<file path="src/ctw_defs.vh">
// constants for the can transceiver mode and wake control block
// assumes a 10 mhz hclk; plain include by bare name
`ifndef CTW_DEFS_VH
`define CTW_DEFS_VH

// register byte offsets
`define CTW_OFF_CTRL 12'h000
`define CTW_OFF_STATUS 12'h004
`define CTW_OFF_WAKE_FILT 12'h008
`define CTW_OFF_WAKE_WIN 12'h00c
`define CTW_OFF_DOM_TO 12'h010
`define CTW_OFF_EXIT_DLY 12'h014

// ctrl fields
`define CTW_CTRL_WAKE_CLR 0

// status fields
`define CTW_ST_MODE 0
`define CTW_ST_WAKE 1
`define CTW_ST_THERM 2
`define CTW_ST_DOMTO 3
`define CTW_ST_SWOFF 4
`define CTW_ST_EXITING 5
`define CTW_ST_TXD_ARM 6
`define CTW_ST_WSTATE 8

// timing defaults in cycles of the internal 10 mhz clock
`define CTW_WAKE_FILT_CYC 32'd5
`define CTW_WAKE_WIN_CYC 32'd10000
`define CTW_DOM_TO_CYC 32'd10000
`define CTW_EXIT_DLY_CYC 32'd200

// wake detector states
`define CTW_W_IDLE 3'd0
`define CTW_W_DOM1 3'd1
`define CTW_W_REC 3'd2
`define CTW_W_DOM2 3'd3
`define CTW_W_DONE 3'd4

`endif

</file>
<file path="src/ctw_top.v">
// mode, wake-up and protection logic of a high-speed can transceiver
// assumes all pins synchronous to hclk; supply and thermal flags are digital levels
`timescale 1ns/1ps
`include "ctw_defs.vh"

// Operation
// - standby-select low gives normal mode, high gives standby mode.
// - normal mode: receive output low on dominant bus, high on recessive.
// - normal mode: transmit input low drives dominant, high leaves recessive.
// - standby disables normal transmitter and receiver; wake receiver monitors bus.
// - standby: low-power receiver keeps watching the bus for wake activity.
// - standby: receive output high until wake verified, then follows the bus.
// - wake needs dominant, recessive, dominant phases each at least filter time.
// - pattern not complete within wake window resets wake logic.
// - overtemperature switches off only the transmitter.
// - thermal off clears once overtemperature gone and transmit input high.
// - a falling transmit edge starts the dominant-timeout timer.
// - transmit low beyond timeout disables transmitter, bus recessive.
// - a rising transmit edge resets the timer and re-enables sending.
// - main supply standby undervoltage forces standby mode.
// - interface supply undervoltage forces standby mode.
// - switch-off undervoltage disengages the bus until supply recovers.
// - after recovery no dominant until transmit input first returns high.
// - undervoltage recovery takes the same time as standby-to-normal exit.
// - unconnected transmit or standby-select input reads high.
// - wake detection runs from the interface supply without main supply.
module ctw_top #(
  parameter [31:0] WAKE_FILT_CYC = `CTW_WAKE_FILT_CYC,
  parameter [31:0] WAKE_WIN_CYC = `CTW_WAKE_WIN_CYC,
  parameter [31:0] DOM_TO_CYC = `CTW_DOM_TO_CYC,
  parameter [31:0] EXIT_DLY_CYC = `CTW_EXIT_DLY_CYC
) (
  input wire hclk,
  input wire hresetn,
  input wire hsel,
  input wire [31:0] haddr,
  input wire [1:0] htrans,
  input wire hwrite,
  input wire [2:0] hsize,
  input wire [31:0] hwdata,
  input wire hready,
  output reg [31:0] hrdata,
  output reg hreadyout,
  output reg hresp,
  input wire txd,
  input wire txd_connected,
  input wire stby_sel,
  input wire stby_sel_connected,
  input wire bus_dominant,
  input wire wake_rx_dominant,
  input wire overtemp,
  input wire main_uv_standby,
  input wire main_uv_switchoff,
  input wire interface_supply_present,
  input wire interface_supply_uv,
  output reg rxd,
  output reg bus_drive_dominant,
  output reg bus_engaged,
  output reg normal_rx_enable,
  output reg wake_rx_enable,
  output reg wake_detected
);

  // unconnected pins read high through the pull-ups
  wire txd_in = txd | ~txd_connected;
  wire stb_in = stby_sel | ~stby_sel_connected;

  reg [31:0] wake_filt_cfg;
  reg [31:0] wake_win_cfg;
  reg [31:0] dom_to_cfg;
  reg [31:0] exit_dly_cfg;

  // ---------------- ahb-lite slave ----------------
  reg ph_wr;
  reg ph_rd;
  reg [11:0] ph_addr;
  reg wake_clr_req;
  reg [31:0] status_word;
  wire ahb_go = hsel & hready & htrans[1];

  always @(posedge hclk or negedge hresetn) begin
    if (!hresetn) begin
      ph_wr <= 1'b0;
      ph_rd <= 1'b0;
      ph_addr <= 12'h000;
      hreadyout <= 1'b1;
      hresp <= 1'b0;
    end else begin
      ph_wr <= ahb_go & hwrite;
      ph_rd <= ahb_go & ~hwrite;
      if (ahb_go)
        ph_addr <= haddr[11:0];
      hreadyout <= 1'b1;
      hresp <= 1'b0;
    end
  end

  // read data registered in the address phase so hrdata comes from a flop
  always @(posedge hclk or negedge hresetn) begin
    if (!hresetn) begin
      hrdata <= 32'h00000000;
    end else if (ahb_go & ~hwrite) begin
      case (haddr[11:0])
        `CTW_OFF_STATUS: hrdata <= status_word;
        `CTW_OFF_WAKE_FILT: hrdata <= wake_filt_cfg;
        `CTW_OFF_WAKE_WIN: hrdata <= wake_win_cfg;
        `CTW_OFF_DOM_TO: hrdata <= dom_to_cfg;
        `CTW_OFF_EXIT_DLY: hrdata <= exit_dly_cfg;
        default: hrdata <= 32'h00000000;
      endcase
    end
  end

  always @(posedge hclk or negedge hresetn) begin
    if (!hresetn) begin
      wake_filt_cfg <= WAKE_FILT_CYC;
      wake_win_cfg <= WAKE_WIN_CYC;
      dom_to_cfg <= DOM_TO_CYC;
      exit_dly_cfg <= EXIT_DLY_CYC;
      wake_clr_req <= 1'b0;
    end else begin
      wake_clr_req <= 1'b0;
      if (ph_wr) begin
        case (ph_addr)
          `CTW_OFF_CTRL: wake_clr_req <= hwdata[`CTW_CTRL_WAKE_CLR];
          // zero counts would make phases meaningless, so clamp filter, window and timeout to one
          `CTW_OFF_WAKE_FILT: wake_filt_cfg <= (hwdata == 32'h0) ? 32'h1 : hwdata;
          `CTW_OFF_WAKE_WIN: wake_win_cfg <= (hwdata == 32'h0) ? 32'h1 : hwdata;
          `CTW_OFF_DOM_TO: dom_to_cfg <= (hwdata == 32'h0) ? 32'h1 : hwdata;
          `CTW_OFF_EXIT_DLY: exit_dly_cfg <= hwdata;
          default: wake_clr_req <= 1'b0;
        endcase
      end
    end
  end

  // ---------------- supply and mode ----------------
  reg txd_q;
  reg swoff;
  reg armed;
  reg exiting;
  reg [31:0] exit_cnt;
  reg normal_mode;
  wire main_ok = ~main_uv_standby & ~main_uv_switchoff;
  wire force_stby = main_uv_standby | interface_supply_uv;
  wire want_normal = ~stb_in & ~force_stby & ~swoff;
  wire txd_fall = txd_q & ~txd_in;
  wire txd_rise = ~txd_q & txd_in;

  always @(posedge hclk or negedge hresetn) begin
    if (!hresetn) begin
      txd_q <= 1'b1;
      swoff <= 1'b0;
      armed <= 1'b0;
    end else begin
      txd_q <= txd_in;
      if (main_uv_switchoff)
        swoff <= 1'b1;
      else if (main_ok)
        swoff <= 1'b0;
      // any forced standby or disengage needs txd to go high before dominant
      if (main_uv_switchoff | force_stby)
        armed <= 1'b0;
      else if (txd_in)
        armed <= 1'b1;
    end
  end

  // standby to normal and undervoltage recovery share one exit delay
  always @(posedge hclk or negedge hresetn) begin
    if (!hresetn) begin
      normal_mode <= 1'b0;
      exiting <= 1'b0;
      exit_cnt <= 32'h0;
    end else if (!want_normal) begin
      normal_mode <= 1'b0;
      exiting <= 1'b0;
      exit_cnt <= 32'h0;
    end else if (!normal_mode) begin
      if (!exiting) begin
        exiting <= 1'b1;
        exit_cnt <= 32'h0;
      end else if (exit_cnt + 32'h1 >= exit_dly_cfg) begin
        normal_mode <= 1'b1;
        exiting <= 1'b0;
      end else begin
        exit_cnt <= exit_cnt + 32'h1;
      end
    end
  end

  // ---------------- dominant timeout and thermal ----------------
  reg dom_to;
  reg [31:0] dom_cnt;
  reg therm_off;

  always @(posedge hclk or negedge hresetn) begin
    if (!hresetn) begin
      dom_to <= 1'b0;
      dom_cnt <= 32'h0;
    end else if (txd_rise) begin
      dom_to <= 1'b0;
      dom_cnt <= 32'h0;
    end else if (txd_fall) begin
      dom_cnt <= 32'h1;
    end else if (!txd_in && !dom_to && dom_cnt != 32'h0) begin
      if (dom_cnt >= dom_to_cfg)
        dom_to <= 1'b1;
      else
        dom_cnt <= dom_cnt + 32'h1;
    end
  end

  always @(posedge hclk or negedge hresetn) begin
    if (!hresetn)
      therm_off <= 1'b0;
    else if (overtemp)
      therm_off <= 1'b1;
    else if (txd_in)
      therm_off <= 1'b0;
  end

  // ---------------- wake detector ----------------
  reg [2:0] wstate;
  reg [31:0] phase_cnt;
  reg [31:0] win_cnt;
  // runs from the interface supply as well, so main supply loss does not stop it
  wire wake_pwr = main_ok | interface_supply_present;
  wire wake_run = ~normal_mode & wake_pwr;
  wire phase_ok = (phase_cnt + 32'h1) >= wake_filt_cfg;
  wire win_out = (win_cnt >= wake_win_cfg) & (wstate != `CTW_W_IDLE);

  always @(posedge hclk or negedge hresetn) begin
    if (!hresetn) begin
      wstate <= `CTW_W_IDLE;
      phase_cnt <= 32'h0;
      win_cnt <= 32'h0;
      wake_detected <= 1'b0;
    end else if (!wake_run) begin
      wstate <= `CTW_W_IDLE;
      phase_cnt <= 32'h0;
      win_cnt <= 32'h0;
      wake_detected <= 1'b0;
    end else if (win_out && wstate != `CTW_W_DONE) begin
      wstate <= `CTW_W_IDLE;
      phase_cnt <= 32'h0;
      win_cnt <= 32'h0;
    end else begin
      if (wstate != `CTW_W_IDLE && wstate != `CTW_W_DONE)
        win_cnt <= win_cnt + 32'h1;
      case (wstate)
        `CTW_W_IDLE: begin
          phase_cnt <= 32'h0;
          win_cnt <= 32'h0;
          if (wake_rx_dominant)
            wstate <= `CTW_W_DOM1;
        end
        `CTW_W_DOM1: begin
          if (wake_rx_dominant) begin
            phase_cnt <= phase_cnt + 32'h1;
          end else if (phase_ok) begin
            wstate <= `CTW_W_REC;
            phase_cnt <= 32'h0;
          end else begin
            wstate <= `CTW_W_IDLE;
          end
        end
        `CTW_W_REC: begin
          if (!wake_rx_dominant) begin
            phase_cnt <= phase_cnt + 32'h1;
          end else if (phase_ok) begin
            wstate <= `CTW_W_DOM2;
            phase_cnt <= 32'h0;
          end else begin
            wstate <= `CTW_W_DOM1;
            phase_cnt <= 32'h0;
          end
        end
        `CTW_W_DOM2: begin
          if (!wake_rx_dominant) begin
            wstate <= `CTW_W_REC;
            phase_cnt <= 32'h0;
          end else if (phase_ok) begin
            wstate <= `CTW_W_DONE;
            wake_detected <= 1'b1;
          end else begin
            phase_cnt <= phase_cnt + 32'h1;
          end
        end
        `CTW_W_DONE: begin
          // stays verified until normal mode, loss of wake supply or software clear
          if (wake_clr_req) begin
            wstate <= `CTW_W_IDLE;
            wake_detected <= 1'b0;
          end
        end
        default: wstate <= `CTW_W_IDLE;
      endcase
    end
  end

  // ---------------- pin outputs ----------------
  wire tx_ok = normal_mode & ~therm_off & ~dom_to & armed & ~swoff;

  always @(posedge hclk or negedge hresetn) begin
    if (!hresetn) begin
      rxd <= 1'b1;
      bus_drive_dominant <= 1'b0;
      bus_engaged <= 1'b0;
      normal_rx_enable <= 1'b0;
      wake_rx_enable <= 1'b0;
    end else begin
      if (normal_mode)
        rxd <= ~bus_dominant;
      else if (wake_detected)
        rxd <= ~wake_rx_dominant;
      else
        rxd <= 1'b1;
      bus_drive_dominant <= tx_ok & ~txd_in;
      bus_engaged <= ~swoff;
      normal_rx_enable <= normal_mode;
      wake_rx_enable <= wake_run;
    end
  end

  always @* begin
    status_word = 32'h00000000;
    status_word[`CTW_ST_MODE] = normal_mode;
    status_word[`CTW_ST_WAKE] = wake_detected;
    status_word[`CTW_ST_THERM] = therm_off;
    status_word[`CTW_ST_DOMTO] = dom_to;
    status_word[`CTW_ST_SWOFF] = swoff;
    status_word[`CTW_ST_EXITING] = exiting;
    status_word[`CTW_ST_TXD_ARM] = armed;
    status_word[`CTW_ST_WSTATE+2:`CTW_ST_WSTATE] = wstate;
  end

endmodule

</file>
<file path="config.mk">
export PLATFORM = sky130hd
export DESIGN_NAME = ctw_top
export DESIGN_NICKNAME = d
export VERILOG_FILES = /design/src/ctw_top.v
export VERILOG_INCLUDE_DIRS = /design/src /design/src/src
export SDC_FILE = /design/constraint.sdc
export NUM_CORES = 1
export LEC_CHECK = 0
export BUFFER_PORTS_ARGS = -buffer_cell sky130_fd_sc_hd__buf_2
export CAP_MARGIN = 15
export CORE_MARGIN = 4
export CORE_UTILIZATION = 43
export DETAILED_ROUTE_END_ITERATION = 6
export HOLD_SLACK_MARGIN = 0.08
export PLACE_DENSITY = 0.58
export SLEW_MARGIN = 20
export SYNTH_ARGS = -nofsm -noshare
export SYNTH_HDL_FRONTEND = slang
export SYNTH_SLANG_ARGS = --single-unit
</file>
<file path="constraint.sdc">
create_clock -name hclk -period 7.1 [get_ports hclk]
set_input_delay 1.42 -clock hclk [delete_from_list [all_inputs] [get_ports hclk]]
set_output_delay 1.42 -clock hclk [all_outputs]
set_load 0.1 [all_outputs]
</file>
* After elaboration in Yosys (flattened, before gate mapping) *
Index checks and enable logic that the tools add are counted.

cells by class
  add/subtract/negate cells = 4
  order comparisons = 4
  equality and inequality tests = 32
  muxes and demuxes = 61
  bitwise gates (word level) = 36
  reductions and logical operators = 27

operator list
  kind                                                  count
  2-to-1 mux 32 bit                                     20
  case mux 32 bit (5 select lines)                      1
  adder 32 x 1 -> 32 bit, second input constant         4
  greater-or-equal comparator 32 bit                    4
  case mux 32 bit (4 select lines)                      1
  equality test 12 x 4 -> 1 bit, second input constant  4
  equality test 12 x 5 -> 1 bit, second input constant  4
  zero test 32 bit                                      1
  nonzero test 32 bit                                   1
  2-to-1 mux 1 bit                                      27
  2-to-1 mux 3 bit                                      8
  != test 3 bit, second input constant                  6
  AND 1 bit                                             16
  != test 4 bit, second input constant                  4
  != test 5 bit, second input constant                  3
  NOT 1 bit                                             15
  case mux 3 bit (5 select lines)                       1
  equality test 12 x 3 -> 1 bit, second input constant  1
  zero test 12 bit                                      1
  AND reduction 2 bit                                   6
  AND reduction 5 bit                                   2
  nonzero test 2 bit                                    5
  equality test 3 x 2 -> 1 bit, second input constant   2
  != test 6 x 1 -> 1 bit, second input constant         1
  other kinds (14)                                      26

storage, ports and cells
  bits in registers = 318

* Logic depth before layout (Yosys ltp) *
  word-level depth = 8
  depth in mapped cells = 18
  depth with buffers taken out = 16

* Worst setup path before layout *
No wires, ideal clock.

  kind = reg2reg
  start point = register exit_cnt[2]
  end point = register exit_cnt[20]
  library setup time = 0.082 ns
  arrival time = 3.620 ns
  required time = 7.018 ns
  path slack = 3.398 ns
  stages on the path, launching flop included = 18
  buffers on the path = 3
  clock period less this slack = 3.702 ns
  path through = dfrtp_1 -> clkbuf_2 -> nand3_2 -> nor2_2 -> nand4_2 -> nor3_2 -> nand3_1 -> nor2_1 -> xor2_1 -> ha_1 -> nand4_1 -> or2_2 -> a211oi_1 -> a21o_1 -> clkbuf_1 -> clkbuf_1 -> o211ai_1 -> a31oi_1

on the way
  longest elaborated chain between the ends = 5

ends and longest elaborated chain
  item                                                                        RTL line                      RTL
  start: declaration                                                          ctw_top.v:142                 reg [31:0] exit_cnt;
  start signal: assignment                                                    ctw_top.v:187                 exit_cnt <= exit_cnt + 32'h1;
  adder 32 x 1 -> 32 bit (*)                                                  ctw_top.v:183, ctw_top.v:187
  branches (longest 4 deep; another with greater-or-equal comparator 32 bit)  n/a

Every way passes the cells marked *. The select of a mux whose other input is x is not followed.
A chain may end at the register's enable or synchronous reset.

* Worst setup path in the final report *
  start point = register exit_cnt[3]
  end point = register exit_cnt[31]

The elaborated chain is that of the path after synthesis.

==> summary.txt <==
Global routing
  • Global-route wire length before repair: 86.5 mm
  • Initial antenna violation count: 3
  • Vias in the first global route: 15,300
  • Largest net degree at the start of global routing: 162
  • GRT overflow: 0
  • GRT Util Overall: 23.1%

Logic synthesis
  • Post-Syn Instances: 2,104
  • Adder-Cell Fraction of Synth Area: 9.05%
  • Synth Area in Simple Gates: 18.2%
  • Avg Cell Area, Syn: 8.87 sq um
  • Synth cell types: 81
  • Largest family of logic cells by synthesized area: compound AO/OA/AOI/OAI gates
  • Area of the mapped netlist: 0.0187 sq mm
  • Synth async-reset ratio: 100%
  • Synth Flop Type: dfrtp_1
  • Multiplexer area fraction after synthesis: 1.68%
  • Register area share after synthesis: 42.7%
  • Compound-Gate Fraction of Synth Area: 18.8%
  • Post-synthesis register bit count: 318
  • XOR/XNOR Fraction of Synth Area: 3.89%
  • Number of flops mapped to enable cells by yosys: 0
  • Synth Net Count: 2,324
  • Yosys warning count: 0

Worst setup path
  • Worst EP arrival: 5.32 ns
  • Worst path buffer plus inverter count: 2
  • Slowest cell delay on critical path: 0.56 ns
  • Cell Chain, Critical Path: nand4_1 > nor2_2 > nand4_2 > nor3_2 > nand3_1 > nor2_1 > xor2_1 > ha_1 > nand4_1 > or2_2 > a211oi_1 > a21o_1 > buf_4 > nor2_1 > buf_4 > a221oi_1 > nor3_1
  • Worst Path Required: 7.52 ns
  • CP startpoint kind: flip-flop
  • CP max stage cell: a21o_1
  • Setup crit end kind: flip-flop
  • Kind of cell adding the most delay to the critical path: simple AND/OR/NAND/NOR gates
  • WS Path Type: flip-flop to flip-flop
  • Highest net fanout along the worst path: 26

Clock network
  • CTS clk-pin slew, worst paths: 0.06 ns
  • Post-CTS Setup Bufs: 0
  • Post-CTS sizing: 0
  • CTS max path bufs: 3
  • Worst skew pair latency: 0.55 ns
  • # clock sinks: 318
  • Cts bufs inserted: 38
  • CTS tree: built
  • Hold Buf Count CTS: 0
  • CTS H-tree lvls: 2
  • Clock Tree Root: clkbuf_16

Power
  • Tot Pwr: 4.27 mW
  • Logic pwr share: 7.2%
  • Sw power: 1.06 mW
  • Leakage: 9.85 nW
  • Int Power: 3.21 mW
  • Maximum vdd drop: 0.150 mV
  • P per Cell Area: 204 mW/mm^2
  • Clk pwr share: 48.4%
  • Net Sw Frac: 24.7%
  • Sequential share of power: 44.4%

Routing
  • Pre-antenna DRT Iters: 5
  • DR WL/cell: 19.8 um
  • Vias: 15,900
  • Antenna Nets Post-Route: 0
  • Via density: 5.75
  • 1st-iter DRT viols: 1,383
  • DRC violations left: 0
  • Final wirelength: 54.6 mm

STA
  • Max-slew headroom: 31.3%
  • Setup violators final: 0
  • Setup TNS: 0 ns
  • Clock skew after layout: 0.0110 ns
  • Tcrit/Tclk final: 69.0%
  • Hold WS: 0.474 ns
  • Max Freq: 204 MHz
  • Crit path time final: 4.90 ns
  • Slew of the pin with the lowest slew margin: 1.03 ns
  • Final max-slew violation count: 0
  • Final hold vios: 0
  • RSZ-0062 raised after global routing: false

Floorplan
  • Row count: 76
  • Die area: 0.0468 sq mm
  • Starting density of the core: 43.4%
  • # IOs: 125
  • Placeable Area: 0.0430 sq mm
  • Die H: 216 um
  • Die width: 216 um

Place
  • Routability cong.: 0.832
  • DP Cell Count: 2,694
  • Hpwl dp: 38.8 mm
  • Number of I/O port buffers: 98

Final layout
  • Area growth, synth to finish: 12.3%
  • Number of diodes: 0
  • Layout cell share with drive strength beyond 1: 11.5%
  • Fill cells: 4,212
  • Post-layout util: 48.8%
  • Fin cells: 2,763
  • Final nets: 2,369

Worst hold path
  • Hold crit path type: flip-flop to flip-flop

Job
  • Max cap viols: 0

Run status
  • Status: completed
[metrics by stage]
step	worst slack [ns]	area, sq um
floorplan	3.40	18700
global placement	2.38	19600
detailed placement	2.31	19600
CTS	2.28	21000
global route	1.78	21000
finish	2.20	21000
[cells in the final DEF (no fill, tap or decap), types with 19 or more instances in the layout]
master	count
buf_4	19
inv_1	152
xor2_1	40
nand2_1	317
buf_2	97
o21ai_0	250
dfrtp_1	301
nor3_1	20
nor4_1	27
nor2_1	109
a222oi_1	22
nand4_1	33
and3_1	31
clkbuf_16	41
nand3_1	83
a21oi_1	78
xnor2_1	43
ha_1	135
a31oi_1	41
[path summary, 6_finish.rpt]
path | startpoint | end | slack, ns | depth (start not counted)
max | exit_cnt[3] | exit_cnt[31] | 2.20 | 17
min | hrdata[20] | hrdata[20] | 0.47 | 2
max reg2reg | exit_cnt[3] | exit_cnt[31] | 2.20 | 17
min reg2reg | hrdata[20] | hrdata[20] | 0.47 | 2
max in group asynchronous | hresetn | hrdata[11] | 4.75 | 2
min in group asynchronous | hresetn | dom_cnt[27] | 0.92 | 1
[worst register-to-register path, cell delays in order (launching register included)]
cell and delay, ns:
dfrtp_1 0.48, nand4_1 0.25, nor2_2 0.27, nand4_2 0.25
nor3_2 0.38, nand3_1 0.27, nor2_1 0.19, xor2_1 0.08
ha_1 0.30, nand4_1 0.08, or2_2 0.31, a211oi_1 0.29
a21o_1 0.56, buf_4 0.34, nor2_1 0.06, buf_4 0.26
a221oi_1 0.32, nor3_1 0.08
[per-layer routing]
layer	share of wire, %	track usage [%]
met5	0.049	0
met4	2.6	6.53
met2	45	36.6
met3	6.1	3.88
met1	46	32.9
[Yosys cell counts (all sizes together), types with 7 or more instances]
master  instances  area [sq um]
a211oi          8          60.1
a21o           12          90.1
a21oi          79           407
a221oi         16           158
a222oi         22           220
a22oi          16           120
a31oi          43           299
a32o           15           150
and2           11          68.8
and3           31           194
and4           18           158
buf            16           110
clkbuf         97           365
dfrtp         301          7530
dfstp          17           447
ha            135          1690
inv           152           571
mux2           17           191
mux2i          11           123
nand2         317          1190
nand2b         14          95.1
nand3          85           435
nand4          34           219
nand4b          9          78.8
nor2          116           448
nor3           23           130
nor4           27           169
o211ai          8          75.1
o21ai         267          1340
o22ai          18           113
o31ai          13          97.6
o41ai          10          87.6
or4             7          52.6
xnor2          43           377
xor2           40           350
[sequential cells by signal (all words and copies together) (netlist names), 3 cells and up]
signal,flops
wake_win_cfg,32
wake_filt_cfg,32
dom_to_cfg,32
exit_cnt,32
phase_cnt,32
dom_cnt,32
hrdata,32
win_cnt,32
ph_addr,12
exit_dly_cfg,32
wstate,3
[final cells by class]
| class | instances | area (sq um) | area share, % |
|---|---|---|---|
| Tap cell | 585 | 732 | 3.49 |
| Multi-Input combinational cell | 1521 | 9710 | 46.3 |
| Inverter | 152 | 571 | 2.72 |
| Sequential cell | 318 | 7980 | 38.1 |
| Clock buffer | 56 | 1150 | 5.50 |
| Timing Repair Buffer | 118 | 663 | 3.16 |
| Clock inverter | 13 | 165 | 0.788 |
[cells by family after synthesis]
logic type | count (synthesis)
compound gates | 559
xor+xnor | 83
fa+ha+maj | 135
buf+inv | 265
flops | 318
mux | 28
other cells | 2
simple gates | 714
[power by group through the flow]
stage               registers (mW)  logic (mW)  clock network [mW]
finish                        1.90       0.308                2.07
global route                  1.90       0.346                2.19
CTS                           1.90       0.311                2.11
detailed placement            1.93       0.309                   0
global placement              1.93       0.300                   0
floorplan                     1.92       0.170                   0
Power figures use the tool's default switching activity.
